<file path="config.mk">
export PLATFORM = sky130hd
export DESIGN_NAME = msps_port
export DESIGN_NICKNAME = d
export VERILOG_FILES = /design/src/verilog/msps_pkg.sv /design/src/verilog/msps_port.sv /design/src/verilog/msps_rx.sv /design/src/verilog/msps_tx.sv
export SDC_FILE = /design/constraint.sdc
export NUM_CORES = 1
export LEC_CHECK = 0
export ABC_AREA = 1
export BUFFER_PORTS_ARGS = -buffer_cell sky130_fd_sc_hd__clkbuf_2
export CAP_MARGIN = 20
export CORE_MARGIN = 10
export CORE_UTILIZATION = 36
export CTS_CLUSTER_DIAMETER = 50
export DETAILED_ROUTE_END_ITERATION = 10
export PLACE_DENSITY = 0.56
export SETUP_SLACK_MARGIN = 0.3
export SLEW_MARGIN = 20
export SYNTH_ARGS = -nofsm -noshare
export SYNTH_HDL_FRONTEND = slang
export SYNTH_HIERARCHICAL = 1
export SYNTH_SLANG_ARGS = --single-unit
</file>
<file path="constraint.sdc">
create_clock -name CLK_SYS -period 60 [get_ports CLK_SYS]
set_input_delay 9 -clock CLK_SYS [delete_from_list [all_inputs] [get_ports CLK_SYS]]
set_output_delay 9 -clock CLK_SYS [all_outputs]
set_load 0.02 [all_outputs]
</file>
<file path="src/verilog/msps_pkg.sv">
// package: constants, types and register map of the serial port setup block
package msps_pkg;
  // timing
  localparam int CLK_HZ = 20_000_000;
  localparam int CLK_NS = 50;
  localparam int MS_NS  = 1_000_000;
  localparam int MS_CYC = MS_NS / CLK_NS;

  // register offsets (word addresses on the configuration port)
  localparam logic [15:0] A_ENABLE = 16'h1392;
  localparam logic [15:0] A_ROLE   = 16'h1393;
  localparam logic [15:0] A_RSW    = 16'h1394;
  localparam logic [15:0] A_RFIRST = 16'h1395;
  localparam logic [15:0] A_RBASE  = 16'h1396;
  localparam logic [15:0] A_PROTO  = 16'h1397;
  localparam logic [15:0] A_BAUD   = 16'h1398;
  localparam logic [15:0] A_PARITY = 16'h1399;
  localparam logic [15:0] A_WIDTH  = 16'h139A;
  localparam logic [15:0] A_STOP   = 16'h139B;
  localparam logic [15:0] A_LEAD   = 16'h139C;
  localparam logic [15:0] A_TRAIL  = 16'h139D;
  localparam logic [15:0] A_HOLD   = 16'h139E;
  localparam logic [15:0] A_CTS    = 16'h139F;
  localparam logic [15:0] A_STATUS = 16'h1B00;
  localparam int          NREG     = 14;

  // register indices relative to A_ENABLE
  localparam int I_ENABLE = 0;
  localparam int I_ROLE   = 1;
  localparam int I_RSW    = 2;
  localparam int I_RFIRST = 3;
  localparam int I_RBASE  = 4;
  localparam int I_PROTO  = 5;
  localparam int I_BAUD   = 6;
  localparam int I_PARITY = 7;
  localparam int I_WIDTH  = 8;
  localparam int I_STOP   = 9;
  localparam int I_LEAD   = 10;
  localparam int I_TRAIL  = 11;
  localparam int I_HOLD   = 12;
  localparam int I_CTS    = 13;

  // reset values, in index order
  localparam logic [15:0] RST_VAL [NREG] = '{
    16'h0000, 16'h0001, 16'h0000, 16'h0000, 16'h0000, 16'h0000, 16'h2580,
    16'h0000, 16'h0008, 16'h0001, 16'h0000, 16'h0000, 16'h0000, 16'h0000};

  // setting codes
  localparam logic [15:0] ON         = 16'h0001;
  localparam logic [2:0]  ROLE_MASTR = 3'h0;
  localparam logic [15:0] PAR_ODD    = 16'h0001;
  localparam logic [15:0] PAR_EVEN   = 16'h0002;
  localparam logic [15:0] STOP_TWO   = 16'h0002;
  localparam logic [15:0] WID_MIN    = 16'h0005;
  localparam logic [15:0] WID_MAX    = 16'h0008;
  localparam logic [3:0]  WID_DFLT   = 4'h8;
  localparam logic [7:0]  FC_RD      = 8'h03;
  localparam logic [7:0]  FC_WR1     = 8'h06;
  localparam logic [7:0]  FC_WRN     = 8'h10;

  // baud setting codes and the rates they select
  localparam logic [15:0] B_110 = 16'h006E;
  localparam logic [15:0] B_150 = 16'h0096;
  localparam logic [15:0] B_300 = 16'h012C;
  localparam logic [15:0] B_600 = 16'h0258;
  localparam logic [15:0] B_1K2 = 16'h04B0;
  localparam logic [15:0] B_2K4 = 16'h0960;
  localparam logic [15:0] B_4K8 = 16'h12C0;
  localparam logic [15:0] B_9K6 = 16'h2580;
  localparam logic [15:0] B_19K = 16'h4B00;
  localparam logic [15:0] B_28K = 16'h7080;
  localparam logic [15:0] B_384 = 16'h0180;
  localparam logic [15:0] B_576 = 16'h0240;
  localparam logic [15:0] B_115 = 16'h0073;
  localparam int          R_38K = 38400;
  localparam int          R_57K = 57600;
  localparam int          R_115 = 115200;

  // status word bit positions
  localparam int S_EN   = 0;
  localparam int S_BUSY = 1;
  localparam int S_CTS  = 2;
  localparam int S_RTS  = 3;
  localparam int S_ST   = 4;

  typedef struct packed {
    logic [3:0] width;
    logic       par_en;
    logic       par_odd;
    logic       two_stop;
  } msps_line_t;

  typedef enum logic [2:0] {
    ST_IDLE  = 3'h0,
    ST_HOLD  = 3'h1,
    ST_LEAD  = 3'h3,
    ST_SEND  = 3'h2,
    ST_TRAIL = 3'h6
  } msps_state_t;
endpackage : msps_pkg

</file>
<file path="src/verilog/msps_port.sv">
// serial application port: setup registers, line timing, character engines
`timescale 1ns/1ns
`default_nettype none
// Behaviour
// RULE_01 - enable zero idles port, one runs it
// RULE_02 - role code selects master or slave kind
// RULE_03 - real switch maps codes 3,6,16 to floats
// RULE_04 - register at/above first index is float
// RULE_05 - float table base ignored when switch off
// RULE_06 - protocol 0 binary, 1 ASCII framing
// RULE_07 - literal baud rates, codes 384/576/115 abbreviate
// RULE_08 - parity none, odd or even
// RULE_09 - data width five to eight bits
// RULE_10 - one or two stop bits sent
// RULE_11 - lead-in delay after RTS before first character
// RULE_12 - trailing delay after last character, then RTS low
// RULE_13 - reply hold-off elapses before RTS lead-in
// RULE_14 - CTS gate: send only while CTS high
// RULE_15 - millisecond tick from system clock times delays
module msps_port
  import msps_pkg::*;
#(
  parameter int CLK_FREQ_HZ = msps_pkg::CLK_HZ,
  parameter int MS_CYCLES   = msps_pkg::MS_CYC
) (
  // clock and reset
  input  wire logic        CLK_SYS,
  input  wire logic        RST,
  // setup word port
  input  wire logic        CFG_SEL,
  input  wire logic        CFG_WE,
  input  wire logic [15:0] CFG_ADDR,
  input  wire logic [15:0] CFG_WDATA,
  output logic      [15:0] CFG_RDATA,
  output logic             CFG_ACK,
  // serial pins
  input  wire logic        RXD,
  input  wire logic        CTS,
  output logic             TXD,
  output logic             RTS,
  // characters to send
  input  wire logic        TX_VALID,
  input  wire logic [7:0]  TX_DATA,
  input  wire logic        TX_LAST,
  output logic             TX_READY,
  // characters received
  output logic             RX_VALID,
  output logic      [7:0]  RX_DATA,
  output logic             RX_PERR,
  output logic             RX_FERR,
  // request classification
  input  wire logic        REQ_VALID,
  input  wire logic [7:0]  REQ_FUNC,
  input  wire logic [15:0] REQ_REG,
  output logic             FLOAT_VALID,
  output logic             FLOAT_HIT,
  output logic      [15:0] FLOAT_INDEX,
  // port mode
  output logic             PORT_ACTIVE,
  output logic      [2:0]  ROLE_CODE,
  output logic             ASCII_MODE
);
  localparam int MS_W = 16;

  logic [15:0] regs_q [NREG];
  logic [15:0] idx;
  logic        hit;
  logic        en;
  logic        float_on;
  msps_line_t  line;
  logic [17:0] div_q;
  logic        rxd_s1, rxd_s2, cts_s1, cts_s2;
  logic        cts_ok;
  msps_state_t st_q, st_d;
  logic [15:0] cnt_q;
  logic        ld;
  logic [15:0] ld_val;
  logic [MS_W-1:0] ms_q;
  logic        tick;
  logic        take;
  logic        last_q;
  logic        tx_busy;
  logic        rx_line;

  assign idx      = CFG_ADDR - A_ENABLE;
  assign hit      = (CFG_ADDR >= A_ENABLE) && (CFG_ADDR <= A_CTS);
  assign en       = regs_q[I_ENABLE] == ON; // RULE_01
  assign float_on = regs_q[I_RSW] == ON;

  // setup words; a write outside the map is dropped
  always_ff @(posedge CLK_SYS or posedge RST) begin
    if (RST) begin
      for (int i = 0; i < NREG; i++) regs_q[i] <= RST_VAL[i];
    end else if (CFG_SEL && CFG_WE && hit) begin
      regs_q[idx[3:0]] <= CFG_WDATA;
    end
  end

  always_ff @(posedge CLK_SYS or posedge RST) begin
    if (RST) begin
      CFG_RDATA <= 16'h0000;
      CFG_ACK   <= 1'b0;
    end else begin
      CFG_ACK <= CFG_SEL;
      if (CFG_SEL && !CFG_WE) begin
        if (hit) CFG_RDATA <= regs_q[idx[3:0]];
        else if (CFG_ADDR == A_STATUS)
          CFG_RDATA <= {9'h000, st_q, RTS, cts_s2, tx_busy, en};
        else CFG_RDATA <= 16'h0000;
      end
    end
  end

  // character format decode; out-of-range settings fall back to 8-N-1
  always_comb begin
    line.width = WID_DFLT;
    if (regs_q[I_WIDTH] >= WID_MIN && regs_q[I_WIDTH] <= WID_MAX)
      line.width = regs_q[I_WIDTH][3:0]; // RULE_09
    line.par_en   = (regs_q[I_PARITY] == PAR_ODD) || (regs_q[I_PARITY] == PAR_EVEN); // RULE_08
    line.par_odd  = regs_q[I_PARITY] == PAR_ODD;
    line.two_stop = regs_q[I_STOP] == STOP_TWO; // RULE_10
  end

  // bit period in system clocks; unknown codes run at 9600
  function automatic logic [17:0] bit_div(input logic [15:0] code);
    int rate;
    case (code)
      B_110, B_150, B_300, B_600, B_1K2, B_2K4, B_4K8, B_9K6, B_19K, B_28K:
        rate = int'(code);
      B_384:   rate = R_38K;
      B_576:   rate = R_57K;
      B_115:   rate = R_115;
      default: rate = int'(B_9K6);
    endcase
    return 18'(CLK_FREQ_HZ / rate);
  endfunction : bit_div

  always_ff @(posedge CLK_SYS or posedge RST) begin
    if (RST) div_q <= 18'h00000;
    else     div_q <= bit_div(regs_q[I_BAUD]); // RULE_07
  end

  // pins come from the far side of the cable
  always_ff @(posedge CLK_SYS or posedge RST) begin
    if (RST) begin
      rxd_s1 <= 1'b1;
      rxd_s2 <= 1'b1;
      cts_s1 <= 1'b0;
      cts_s2 <= 1'b0;
    end else begin
      rxd_s1 <= RXD;
      rxd_s2 <= rxd_s1;
      cts_s1 <= CTS;
      cts_s2 <= cts_s1;
    end
  end

  assign cts_ok = (regs_q[I_CTS] != ON) || cts_s2; // RULE_14

  // millisecond prescaler, restarted with every delay load so a delay
  // of n lasts n full milliseconds rather than n-1 plus a fraction
  always_ff @(posedge CLK_SYS or posedge RST) begin
    if (RST) ms_q <= '0;
    else if (ld || ms_q == MS_W'(MS_CYCLES - 1)) ms_q <= '0; // RULE_15
    else ms_q <= ms_q + 1'b1;
  end
  assign tick = !ld && (ms_q == MS_W'(MS_CYCLES - 1));

  always_ff @(posedge CLK_SYS or posedge RST) begin
    if (RST) cnt_q <= 16'h0000;
    else if (ld) cnt_q <= ld_val;
    else if (tick && cnt_q != 16'h0000) cnt_q <= cnt_q - 16'h0001; // RULE_15
  end

  assign take = (st_q == ST_SEND) && TX_VALID && TX_READY;

  // line sequence: hold-off, RTS lead-in, send, RTS trailing
  always_comb begin
    st_d   = st_q;
    ld     = 1'b0;
    ld_val = 16'h0000;
    case (st_q)
      ST_IDLE: begin
        if (en && TX_VALID) begin
          ld = 1'b1;
          if (regs_q[I_ROLE][2:0] == ROLE_MASTR) begin // RULE_02
            st_d   = ST_LEAD;
            ld_val = regs_q[I_LEAD];
          end else begin
            st_d   = ST_HOLD;
            ld_val = regs_q[I_HOLD]; // RULE_13
          end
        end
      end
      ST_HOLD: begin
        if (cnt_q == 16'h0000) begin
          st_d   = ST_LEAD; // RULE_13
          ld     = 1'b1;
          ld_val = regs_q[I_LEAD];
        end
      end
      ST_LEAD: begin
        if (cnt_q == 16'h0000) st_d = ST_SEND; // RULE_11
      end
      ST_SEND: begin
        if (last_q && !tx_busy) begin
          st_d   = ST_TRAIL;
          ld     = 1'b1;
          ld_val = regs_q[I_TRAIL]; // RULE_12
        end
      end
      ST_TRAIL: begin
        if (cnt_q == 16'h0000) st_d = ST_IDLE; // RULE_12
      end
      default: st_d = ST_IDLE;
    endcase
    if (!en) begin
      st_d = ST_IDLE; // RULE_01
      ld   = 1'b0;
    end
  end

  always_ff @(posedge CLK_SYS or posedge RST) begin
    if (RST) st_q <= ST_IDLE;
    else     st_q <= st_d;
  end

  always_ff @(posedge CLK_SYS or posedge RST) begin
    if (RST) RTS <= 1'b0;
    else RTS <= (st_d == ST_LEAD) || (st_d == ST_SEND) || (st_d == ST_TRAIL); // RULE_11
  end

  always_ff @(posedge CLK_SYS or posedge RST) begin
    if (RST) last_q <= 1'b0;
    else if (st_q != ST_SEND) last_q <= 1'b0;
    else if (take && TX_LAST) last_q <= 1'b1;
  end

  // ready drops the cycle after a take so the engine sees one start
  always_ff @(posedge CLK_SYS or posedge RST) begin
    if (RST) TX_READY <= 1'b0;
    else TX_READY <= (st_d == ST_SEND) && !tx_busy && !take && !last_q && cts_ok; // RULE_14
  end

  msps_tx u_tx (
    .clk   (CLK_SYS),
    .rst   (RST),
    .div   (div_q),
    .line  (line),
    .start (take),
    .data  (TX_DATA),
    .busy  (tx_busy),
    .txd   (TXD)
  );

  // a disabled port hears an idle line
  assign rx_line = en ? rxd_s2 : 1'b1; // RULE_01

  msps_rx u_rx (
    .clk   (CLK_SYS),
    .rst   (RST),
    .div   (div_q),
    .line  (line),
    .rxd   (rx_line),
    .valid (RX_VALID),
    .data  (RX_DATA),
    .perr  (RX_PERR),
    .ferr  (RX_FERR)
  );

  // floating-point region classification
  always_ff @(posedge CLK_SYS or posedge RST) begin
    if (RST) begin
      FLOAT_VALID <= 1'b0;
      FLOAT_HIT   <= 1'b0;
      FLOAT_INDEX <= 16'h0000;
    end else begin
      FLOAT_VALID <= REQ_VALID;
      if (REQ_VALID) begin
        if (float_on && (REQ_FUNC == FC_RD || REQ_FUNC == FC_WR1 || REQ_FUNC == FC_WRN)
            && REQ_REG >= regs_q[I_RFIRST]) begin // RULE_03 RULE_04
          FLOAT_HIT   <= 1'b1;
          FLOAT_INDEX <= regs_q[I_RBASE] + (REQ_REG - regs_q[I_RFIRST]); // RULE_05
        end else begin
          FLOAT_HIT   <= 1'b0;
          FLOAT_INDEX <= 16'h0000; // RULE_05
        end
      end
    end
  end

  always_ff @(posedge CLK_SYS or posedge RST) begin
    if (RST) begin
      PORT_ACTIVE <= 1'b0;
      ROLE_CODE   <= 3'h0;
      ASCII_MODE  <= 1'b0;
    end else begin
      PORT_ACTIVE <= en; // RULE_01
      ROLE_CODE   <= regs_q[I_ROLE][2:0]; // RULE_02
      ASCII_MODE  <= regs_q[I_PROTO] == ON; // RULE_06
    end
  end
endmodule : msps_port
`default_nettype wire

</file>
<file path="src/verilog/msps_rx.sv">
// character receiver: mid-bit sampling, parity and stop checking
`timescale 1ns/1ns
`default_nettype none
module msps_rx
  import msps_pkg::*;
(
  // clock and reset
  input  wire logic        clk,
  input  wire logic        rst,
  // character format
  input  wire logic [17:0] div,
  input  wire msps_pkg::msps_line_t line,
  // synchronised line in
  input  wire logic        rxd,
  // character out
  output logic             valid,
  output logic [7:0]       data,
  output logic             perr,
  output logic             ferr
);
  logic        act_q;
  logic [3:0]  nbit_q;
  logic [17:0] bcnt_q;
  logic        acc_q;
  logic [3:0]  stop_at;

  assign stop_at = line.width + {3'h0, line.par_en} + 4'h1;

  always_ff @(posedge clk or posedge rst) begin
    if (rst) begin
      act_q  <= 1'b0;
      nbit_q <= 4'h0;
      bcnt_q <= 18'h00000;
      acc_q  <= 1'b0;
      valid  <= 1'b0;
      data   <= 8'h00;
      perr   <= 1'b0;
      ferr   <= 1'b0;
    end else begin
      valid <= 1'b0;
      if (!act_q) begin
        if (!rxd) begin
          act_q  <= 1'b1;
          nbit_q <= 4'h0;
          bcnt_q <= div >> 1;
          acc_q  <= 1'b0;
          data   <= 8'h00;
        end
      end else if (bcnt_q != 18'h00000) begin
        bcnt_q <= bcnt_q - 18'h00001;
      end else begin
        bcnt_q <= div - 18'h00001;
        nbit_q <= nbit_q + 4'h1;
        if (nbit_q == 4'h0) begin
          // a glitch shorter than half a bit is not a start bit
          if (rxd) act_q <= 1'b0;
        end else if (nbit_q == stop_at) begin
          act_q <= 1'b0;
          valid <= 1'b1;
          ferr  <= !rxd;
          perr  <= line.par_en && (acc_q != line.par_odd); // RULE_08
        end else begin
          acc_q <= acc_q ^ rxd;
          if (nbit_q <= line.width) data[3'(nbit_q - 4'h1)] <= rxd; // RULE_09
        end
      end
    end
  end
endmodule : msps_rx
`default_nettype wire

</file>
<file path="src/verilog/msps_tx.sv">
// character serialiser: start, data, optional parity, one or two stops
`timescale 1ns/1ns
`default_nettype none
module msps_tx
  import msps_pkg::*;
(
  // clock and reset
  input  wire logic       clk,
  input  wire logic       rst,
  // character format
  input  wire logic [17:0] div,
  input  wire msps_pkg::msps_line_t line,
  // character in
  input  wire logic       start,
  input  wire logic [7:0] data,
  // line out
  output logic            busy,
  output logic            txd
);
  logic [11:0] frame;
  logic [3:0]  len;
  logic [11:0] sh_q;
  logic [3:0]  left_q;
  logic [17:0] bcnt_q;
  logic [7:0]  mask;

  always_comb begin
    mask  = 8'hFF >> (4'h8 - line.width);
    frame = 12'hFFF;
    frame[0] = 1'b0;
    for (int i = 0; i < 8; i++) begin
      if (i < int'(line.width)) frame[i+1] = data[i]; // RULE_09
    end
    if (line.par_en) frame[line.width+4'h1] = ^(data & mask) ^ line.par_odd; // RULE_08
    len = 4'h2 + line.width + {3'h0, line.par_en} + {3'h0, line.two_stop}; // RULE_10
  end

  always_ff @(posedge clk or posedge rst) begin
    if (rst) begin
      sh_q   <= 12'hFFF;
      left_q <= 4'h0;
      bcnt_q <= 18'h00000;
      busy   <= 1'b0;
      txd    <= 1'b1;
    end else if (!busy) begin
      if (start) begin
        sh_q   <= frame;
        left_q <= len;
        bcnt_q <= div - 18'h00001;
        busy   <= 1'b1;
        txd    <= 1'b0;
      end
    end else if (bcnt_q != 18'h00000) begin
      bcnt_q <= bcnt_q - 18'h00001;
    end else if (left_q == 4'h1) begin
      busy <= 1'b0;
      txd  <= 1'b1;
    end else begin
      sh_q   <= {1'b1, sh_q[11:1]};
      txd    <= sh_q[1];
      left_q <= left_q - 4'h1;
      bcnt_q <= div - 18'h00001;
    end
  end
endmodule : msps_tx
`default_nettype wire
</file>
# Word level (Yosys, flattened, before mapping)
# Index checks and enable logic that the tools add are counted.
# totals
register_bits	395
in_bits	73
out_inout_bits	54
wordCells	287
# classes
n_addsub	18
div	1
magnitude_cmp	20
n_eq_ne	44
shift	1
mux	97
bitwise	6
n_reduce_logical	54
# ops
operator	count
bitwise mux 224 bit	1
2-to-1 mux 16 bit	12
2-to-1 mux 18 bit	7
one-hot mux 17 bit (4 select lines)	1
binary-select mux 16 bit (select 4 bit)	1
demux 16 bit (select 4 bit)	1
== test 16 x 1 -> 1 bit (second input constant)	4
2-to-1 mux 12 bit	5
subtractor 18 x 1 -> 18 bit (second input constant)	3
== test 16 x 15 -> 1 bit (second input constant)	3
2-to-1 mux 8 bit	6
one-hot mux 16 bit (3 select lines)	1
2-to-1 mux 1 bit	40
nonzero test 18 bit	2
divider 26 x 32 -> 32 bit (first input constant)	1
== test 16 x 10 -> 1 bit (second input constant)	2
== test 16 x 13 -> 1 bit (second input constant)	2
== test 16 x 2 -> 1 bit (second input constant)	2
== test 16 x 7 -> 1 bit (second input constant)	2
== test 16 x 9 -> 1 bit (second input constant)	2
2-to-1 mux 4 bit	8
logical AND 1 bit	22
2-to-1 mux 3 bit	6
adder 16 x 1 -> 16 bit (second input constant)	1
other kinds (68)	106

# Longest topological paths before layout
# Gate-level depths: netlist of run 1.
# logic_depth
ltp_word	12
mapped_depth	478
depth_no_buf	437

# By module
# The synthesis of run 1 kept the hierarchy.
# modules_own_cells
module	instances	cells_each	area_per_inst_um2	seq_area_each_um2
msps_port	1	6125	40563.9	8119.0
msps_tx	1	452	3039.2	890.9
msps_rx	1	398	2630.0	875.8

# Least setup slack after synthesis of run 1
# Ideal clock, no wire load.
# synth_timing
kind	reg2reg
start	register regs_q[116] (netlist bit)
end	register div_q[0]
setup_time_ns	0.130
arrival_time_ns	61.990
required_time_ns	59.870
path_slack_ns	-2.121
stages_incl_launch_ff	442
path_buffers	44
period_less_slack_ns	62.121
path_cell_list	dfrtp_1 > buf_4 > nor2_1 > nand2_1 > nor2_2 > nand2_1 > nand2_2 > nor2_2 > nand3_1 > buf_4 > nand2_1 > ha_1 > nand2_1 > o21ai_0 > or2_2 > nand2_1 > inv_1 > nor2_1 > (+406 left out) > nand2_1 > nand2_1 > inv_1 > nor3_1 > nor2_4 > nand3_4 > inv_4 > buf_6 > o21ai_1 > ha_1 > a21oi_1 > o21ai_0 > inv_1 > o221ai_1 > nand4_1 > o211ai_1 > nand3_1 > nand4_1
# synth_between
elab_chain_cells	4
word_cells_on_any_way	16
classes_between	1 x div; 13 x eq/ne; 1 x mux; 1 x reduce/logical
# synth_lines
element	line_no	source
start: declaration	msps_port.sv:65	logic [15:0] regs_q [NREG];
start signal: indexed assignment	msps_port.sv:95	regs_q[idx[3:0]] <= CFG_WDATA;
== test 16 x 7 -> 1 bit (tied with other cells)	msps_port.sv:127	case (code)
OR reduction 10 bit	msps_port.sv:127	
one-hot mux 17 bit (4 select lines) *	msps_port.sv:127	
divider 26 x 32 -> 32 bit *	msps_port.sv:135	return 18'(CLK_FREQ_HZ / rate);
end signal: assignment	msps_port.sv:140	else div_q <= bit_div(regs_q[I_BAUD]);
end: declaration	msps_port.sv:71	logic [17:0] div_q;
# Every way passes the cells marked *; elsewhere a longest branch is shown, timed or not.
# A chain may end at the register's enable or synchronous reset.

# Final worst setup path of run 1
# layout_timing
start	register regs_q[119] (netlist bit)
end	register div_q[0]
# Same word-level chain as after synthesis.

==> results of run 1 <==
-- state kept, by name (all words and copies together) (netlist names), 8 cells and up --
signal       count
regs_q         224
div_q           18
u_rx/bcnt_q     18
u_tx/bcnt_q     18
CFG_RDATA       16
FLOAT_INDEX     16
cnt_q           16
ms_q            16
u_tx/sh_q       11
u_rx/data        8
-- how the worst max path moves through the flow --
stage          slack, ns       end  cells past startpoint   startpoint
2_1_floorplan       0.37  div_q[0]                    444  regs_q[116]
3_3_place_gp       -0.32  div_q[0]                    406  regs_q[117]
3_5_place_dp       -1.77  div_q[0]                    405  regs_q[117]
4_1_cts             0.32  div_q[0]                    411  regs_q[119]
5_1_grt            -0.63  div_q[0]                    424  regs_q[119]
6_report            4.06  div_q[0]                    413  regs_q[119]
-- what timing repair did --
item                       4_1_cts  5_1_grt
cloned                           7        6
hold buffers                     0        0
buffers inserted                 6      127
pin swaps                        3      142
resized for setup               22      307
hold endpoints to repair         0        0
setup endpoints to repair        2        3
-- metal layers --
| layer | wire length (um) | vias up | GRT usage [%] |
|---|---|---|---|
| met5 | 0 | - | 0 |
| met4 | 3540 | 0 | 4.61 |
| met3 | 8480 | 210 | 1.88 |
| met2 | 70900 | 1368 | 33.8 |
| met1 | 74500 | 22126 | 29.5 |
| li1 | - | 23910 | - |
-- cells in the final DEF (no fill, tap or decap), types with 25 or more instances in the layout --
master     synthesis  final
nor3_1            88     82
o22ai_1           34     34
nand3_1          352    348
nor4_1            31     29
nand2_2           90    109
a21oi_1          467    415
xor2_1           225    225
nand3_2           43     50
conb_1             2     30
nor2_4            28     39
o21ai_1           66     89
buf_4             20    293
inv_2             48     55
or2_2             45     44
dfrtp_1          373    368
o21ai_2           14     54
xnor2_1          139    139
clkbuf_16          0     59
nand2_1         1690   1667
clkbuf_2           0    126
nor2_1           536    518
o21bai_1          67     63
o211ai_1          25     25
a21oi_2            8     52
o21ai_0          580    513
inv_1            871    857
ha_1             416    393
nor2_2            38     47
nand4_1          108    108
o221ai_1          33     32
nand2_4           25     29
-- Yosys cell counts (25+ instances only) --
| cell type | n |
|---|---|
| nand2_1 | 1690 |
| inv_1 | 871 |
| o21ai_0 | 580 |
| nor2_1 | 536 |
| a21oi_1 | 467 |
| ha_1 | 416 |
| dfrtp_1 | 373 |
| nand3_1 | 352 |
| xor2_1 | 225 |
| xnor2_1 | 139 |
| clkbuf_1 | 125 |
| nand4_1 | 108 |
| nand2_2 | 90 |
| nor3_1 | 88 |
| o21bai_1 | 67 |
| o21ai_1 | 66 |
| inv_2 | 48 |
| or2_2 | 45 |
| nand3_2 | 43 |
| nor2_2 | 38 |
| o22ai_1 | 34 |
| o221ai_1 | 33 |
| nor4_1 | 31 |
| nor2_4 | 28 |
| a31oi_1 | 27 |
| a221oi_1 | 25 |
| nand2_4 | 25 |
| o211ai_1 | 25 |
-- critical path: cells and delay by family (launching register included) --
kind            cells  cell delay, ns
xor+xnor            1            0.24
flops               1            0.58
buf+inv            50            5.28
fa+ha+maj          26            8.43
compound gates    155           23.21
simple gates      181           17.93
-- cell type report --
class	count	area (um2)	area share, %
multi-input cells	5494	33300	61.7
flip-flops and latches	394	9890	18.3
inverters	938	3600	6.67
repair buffers	434	3060	5.67
well taps	1662	2080	3.86
clock buffers	70	1560	2.89
clock inverters	37	470	0.872
repair inverters	3	23.8	0.0441
-- cells by family (layout without fill, tap and decap cells) --
family | count (synthesis) | after routing
AOI/OAI and AO/OA | 1499 | 1499
xor gates and xnor gates | 364 | 364
adders and majority gates | 432 | 432
buffers and inverters | 1124 | 1482
DFF | 394 | 394
muxes | 3 | 3
other | 2 | 30
and+or+nand+nor | 3157 | 3166
-- through the flow --
stage	TNS [ns]	utilization (%)	instance area, um2	instances
after floorplan	0	-	46400	7003
after global placement	-0.323	38.8	49500	8779
final	0	42.3	53900	9032
after global routing	-0.626	42.3	53900	9032
after detailed placement	-2.11	38.8	49500	8779
after CTS	0	40.5	51700	8899
==> results by group, run 1 <==
Status
  • Outcome: finished clean

Yosys
  • Count of cell types in the netlist: 79
  • Compound-cell area share of the yosys netlist: 18.6%
  • Ys flop type: dfrtp_1
  • Top post-synthesis cells by area: dfrtp_1, nand2_1, ha_1
  • Mux share of post-synthesis cell area: 0.0650%
  • XOR/XNOR share of the synthesized area: 6.90%
  • #FFs+latches synth: 394
  • Share of the synthesized area in the top cell type: 20.2%
  • Post-Synth Adder-Cell Area: 12.0%
  • YS warnings: 6
  • Synthesized instance count: 6,975
  • Post-synthesis simple-gate area fraction: 31.3%
  • Syn_area_per_cell: 6.63 um2
  • Largest family of logic cells by synthesized area: simple AND/OR/NAND/NOR gates
  • Yosys top cell by area: dfrtp_1
  • Post-synth ARST share: 100%
  • EDFF count, synth: 0
  • Post-synthesis sequential area ratio: 21.4%
  • Post-Syn Area: 46,200 um2

Setup path
  • Crit path largest cell delay: 0.58 ns
  • Slowest cell on crit path: dfstp_2
  • Max FO, Critical Path: 33
  • Crit start category: flop
  • Flop2flop setup slack: 4.06 ns
  • R2r endpoint: div_q[0]
  • Type of the worst setup path: flop to flop
  • Setup crit end kind: flop
  • Required @ worst endpoint: 60.49 ns
  • Register-to-Register Path Depth: 413
  • Reg-to-Reg Start: regs_q[119]
  • Worst EP arrival: 56.43 ns
  • Most used cell, CP: nand2_1

Detailed routing
  • Routed Wire Length: 157,000 um
  • DR vias: 47.6k
  • First-pass detailed-route iteration total: 6
  • Via density: 5.27
  • Post-route ant nets: 0
  • Initial DRC Count: 3,731
  • Post-route DRC: 0
  • WL/cell: 17.4 um

Timing
  • Final Skew: 0.0362 ns
  • Max-slew violation count: 0
  • Peak Freq: 0.0179 GHz
  • Final hold vios: 0
  • # setup viols final: 0
  • Worst-Margin Slew: 1.15 ns
  • Tmin final: 55.94 ns
  • Final period util: 93.2%
  • Fin Hold WS: 0.364 ns
  • Worst setup margin: 4.06 ns
  • Max_slew headroom: 22.5%

Clock tree
  • Root Buffer: clkbuf_16
  • CTS tree: built
  • CTS Buf Count: 57
  • Clock Path Buffers: 3
  • CTS H-tree depth: 2
  • Worst skew pair latency: 0.66 ns
  • CTS Sinks: 394
  • Clk slew on worst S/H paths: 0.06 ns

Floorplanning
  • Chip Width: 378 um
  • DIE AREA: 143,000 um2
  • Initial Utilization: 36.3%
  • Top Ports: 127
  • Die Y-Extent: 378 um
  • Row Count: 131
  • Core region area: 128,000 um2

Global routing
  • Vias in the first global route: 43.7k
  • Largest net degree at the start of global routing: 153
  • GRT Util Overall: 20.7%
  • Initial antenna violation count: 0
  • Gr ovfl total: 0
  • First-pass GRT wire length: 243,000 um

Flow run
  • Max-cap violations: 0

Min path
  • Worst hold path depth: 0
  • Hold WC Path Type: flop to flop
  • Hold EP: rxd_s2
  • Min-delay src: rxd_s1

Final layout
  • Area grow syn2layout: 16.7%
  • Layout cell share with drive strength beyond 1: 16.0%
  • Fill count: 13.4k
  • Final #Nets: 7,827
  • Antenna cells: 0

Place
  • Post-Place Worst Slack: -1.77 ns
  • PortBufs: 126
  • Post-DP HPWL: 116,000 um
  • Final GP Congestion: 0.919
Power of run 1 is not shown: default switching activity piles up to over one toggle a cycle in this logic, so the estimate is an artifact.
==> run 2: changes to the inputs <==
CORE_UTILIZATION = 28   (was 36)
PLACE_DENSITY = 0.47   (was 0.56)
==> results by group, run 2 (synthesized netlist as in run 1, its figures left out) <==
Global routing
  • First-pass GRT wire length: 256,000 um (+5.5%)
  • Gr ovfl total: 0 (unchanged)
  • Vias in the first global route: 44.7k (+2.2%)
  • GRT Util Overall: 17.3% (-3.4 points)
  • Initial antenna violation count: 4 (+4)
  • Largest net degree at the start of global routing: 125 (-18%)

Floorplanning
  • Die Y-Extent: 426 um (+13%)
  • Initial Utilization: 28.1% (-8.2 points)
  • DIE AREA: 182,000 um2 (+27%)
  • Row Count: 149 (+14%)
  • Chip Width: 426 um (+13%)
  • Top Ports: 127 (unchanged)
  • Core region area: 165,000 um2 (+29%)

Setup path
  • Most used cell, CP: nand2_1
  • Top delay family on crit path: compound AO/OA/AOI/OAI gates
  • Crit path largest cell delay: 0.61 ns (+0.03 ns)
  • Flop2flop setup slack: 4.57 ns (+0.51 ns)
  • Setup crit end kind: flop
  • WP depth: 413 (unchanged)
  • Slowest cell on crit path: dfstp_2
  • CP bufs+invs: 49 (-2.0%)
  • Worst EP arrival: 55.90 ns (-0.53 ns)
  • R2r endpoint: div_q[0]
  • Type of the worst setup path: flop to flop
  • Required @ worst endpoint: 60.46 ns (-0.03 ns)
  • Crit start category: flop
  • Max FO, Critical Path: 15 (-55%)
  • Crit path launch: regs_q[119]
  • Register-to-Register Path Depth: 413 (unchanged)
  • Worst Setup EP: div_q[0]
  • Reg-to-Reg Start: regs_q[119]

Final layout
  • Commonest non-fill, non-tap cell in the layout: nand2_1
  • Finished Layout Cells: 9,584 (+6.1%)
  • Storage cell area: 9890 um2 (unchanged)
  • Area grow syn2layout: 18.5%
  • Most frequent cells in the layout: nand2_1, inv_1, nor2_1, o21ai_0, a21oi_1
  • Layout cell share with drive strength beyond 1: 16.6% (+0.56 points)
  • Final #Nets: 7,854 (+0.34%)
  • Biggest register: regs_q
  • Max reg flops: 224 (unchanged)
  • Multi-input gate area: 33,400 um2 (+0.37%)
  • Fill count: 17.9k (+34%)

Timing
  • Max-slew violation count: 0 (unchanged)
  • Peak Freq: 0.0180 GHz (+0.92%)
  • # setup viols final: 0 (unchanged)
  • Final Skew: 0.0332 ns (-0.00300 ns)
  • Final hold vios: 0 (unchanged)
  • Final period util: 92.4% (-0.85 points)
  • Worst setup margin: 4.57 ns (+0.507 ns)
  • Max_slew headroom: 28.9% (+6.3 points)
  • Worst-Margin Slew: 1.07 ns (-0.0858 ns)
  • Tmin final: 55.43 ns (-0.507 ns)

Clock tree
  • CTS tree: built
  • Root Buffer: clkbuf_16
  • Worst skew pair latency: 0.64 ns (-0.02 ns)
  • CTS Sinks: 394 (unchanged)
  • Clock Path Buffers: 3 (unchanged)
  • CTS H-tree depth: 2 (unchanged)
  • Hold_buf cts: 0 (unchanged)
  • Clk slew on worst S/H paths: 0.06 ns (about the same)
  • CTS Buf Count: 53 (-7.0%)

Place
  • Final GP Congestion: 0.886 (-3.6%)
  • Post-Place Worst Slack: -1.33 ns (+0.447 ns)
  • Post-DP HPWL: 124,000 um (+7.3%)
  • Inst Count DP: 9,342 (+6.4%)
  • PortBufs: 126 (unchanged)

Detailed routing
  • Post-route DRC: 0 (unchanged)
  • Routed Wire Length: 166,000 um (+5.2%)
  • WL/cell: 17.3 um (-0.89%)
  • Via density: 4.94 (-6.4%)
  • DR vias: 47.3k (-0.63%)
  • Initial DRC Count: 3,268 (-12%)
  • First-pass detailed-route iteration total: 6 (unchanged)
  • Post-route ant nets: 0 (unchanged)

Status
  • Outcome: finished clean

Flow run
  • Max-cap violations: 0 (unchanged)

Min path
  • Hold WC Path Type: flop to flop
==> run 2: changes by cell type in the layout (fill, tap and decap cells not counted), moves of 8 or more <==
| cell | delta |
|---|---|
| buf_4 | +28 |
| o21ai_2 | -8 |
| a21oi_2 | +8 |
| nor2_2 | +8 |
| ha_1 | -10 |
| o21ai_1 | +10 |
| ha_4 | +10 |
| nor2_1 | -9 |
==> run 2: how the worst min path moves through the flow <==
stage | start | end | slack [ns] | depth (start not counted)
after CTS | cts_s1 | cts_s2 | 0.36 | 0
after global placement | cts_s1 | cts_s2 | 0.34 | 0
after floorplan | cts_s1 | cts_s2 | 0.33 | 0
after detailed placement | rxd_s1 | rxd_s2 | 0.35 | 0
final | cts_s1 | cts_s2 | 0.36 | 0
after global routing | cts_s1 | cts_s2 | 0.37 | 0
==> run 2: layer usage <==
metal  global-route usage [%]  vias to the layer above  share of wire [%]
met4                     3.61                        0                2.4
met2                     28.3                     1050                 44
met5                        0                        -                  0
met3                     1.20                      194                4.0
met1                     25.0                    22107                 49
li1                         -                    23964                  -
==> run 2: area by class of cell <==
class | instances | area share [%]
inverter | 938 | 6.57
antenna | 2 | 0.00914
timing repair buffer | 464 | 6.01
clock inverter | 30 | 0.688
tap | 2189 | 5.00
clock buffer | 69 | 2.66
sequential | 394 | 18.1
multi-input combinational | 5494 | 60.9
timing repair inverter | 4 | 0.0525
==> run 2: repair_timing <==
action / in CTS / in global routing
cloned: 5 / 11
gates resized for setup: 23 / 337
setup buffers: 5 / 120
endpoints found under the setup margin: 2 / 3
pin swaps: 3 / 165
==> run 2: stage by stage <==
stage / cell area [um2] / hold slack, ns / util [%] / TNS, ns
after floorplan: 46400 / 0.331 / - / 0
after global placement: 50400 / 0.336 / 30.6 / 0
after detailed placement: 50400 / 0.347 / 30.6 / -1.33
after CTS: 52400 / 0.358 / 31.8 / 0
after global routing: 54800 / 0.371 / 33.3 / -0.199
final: 54800 / 0.357 / 33.3 / 0
Power of run 2 is left out for the same reason.
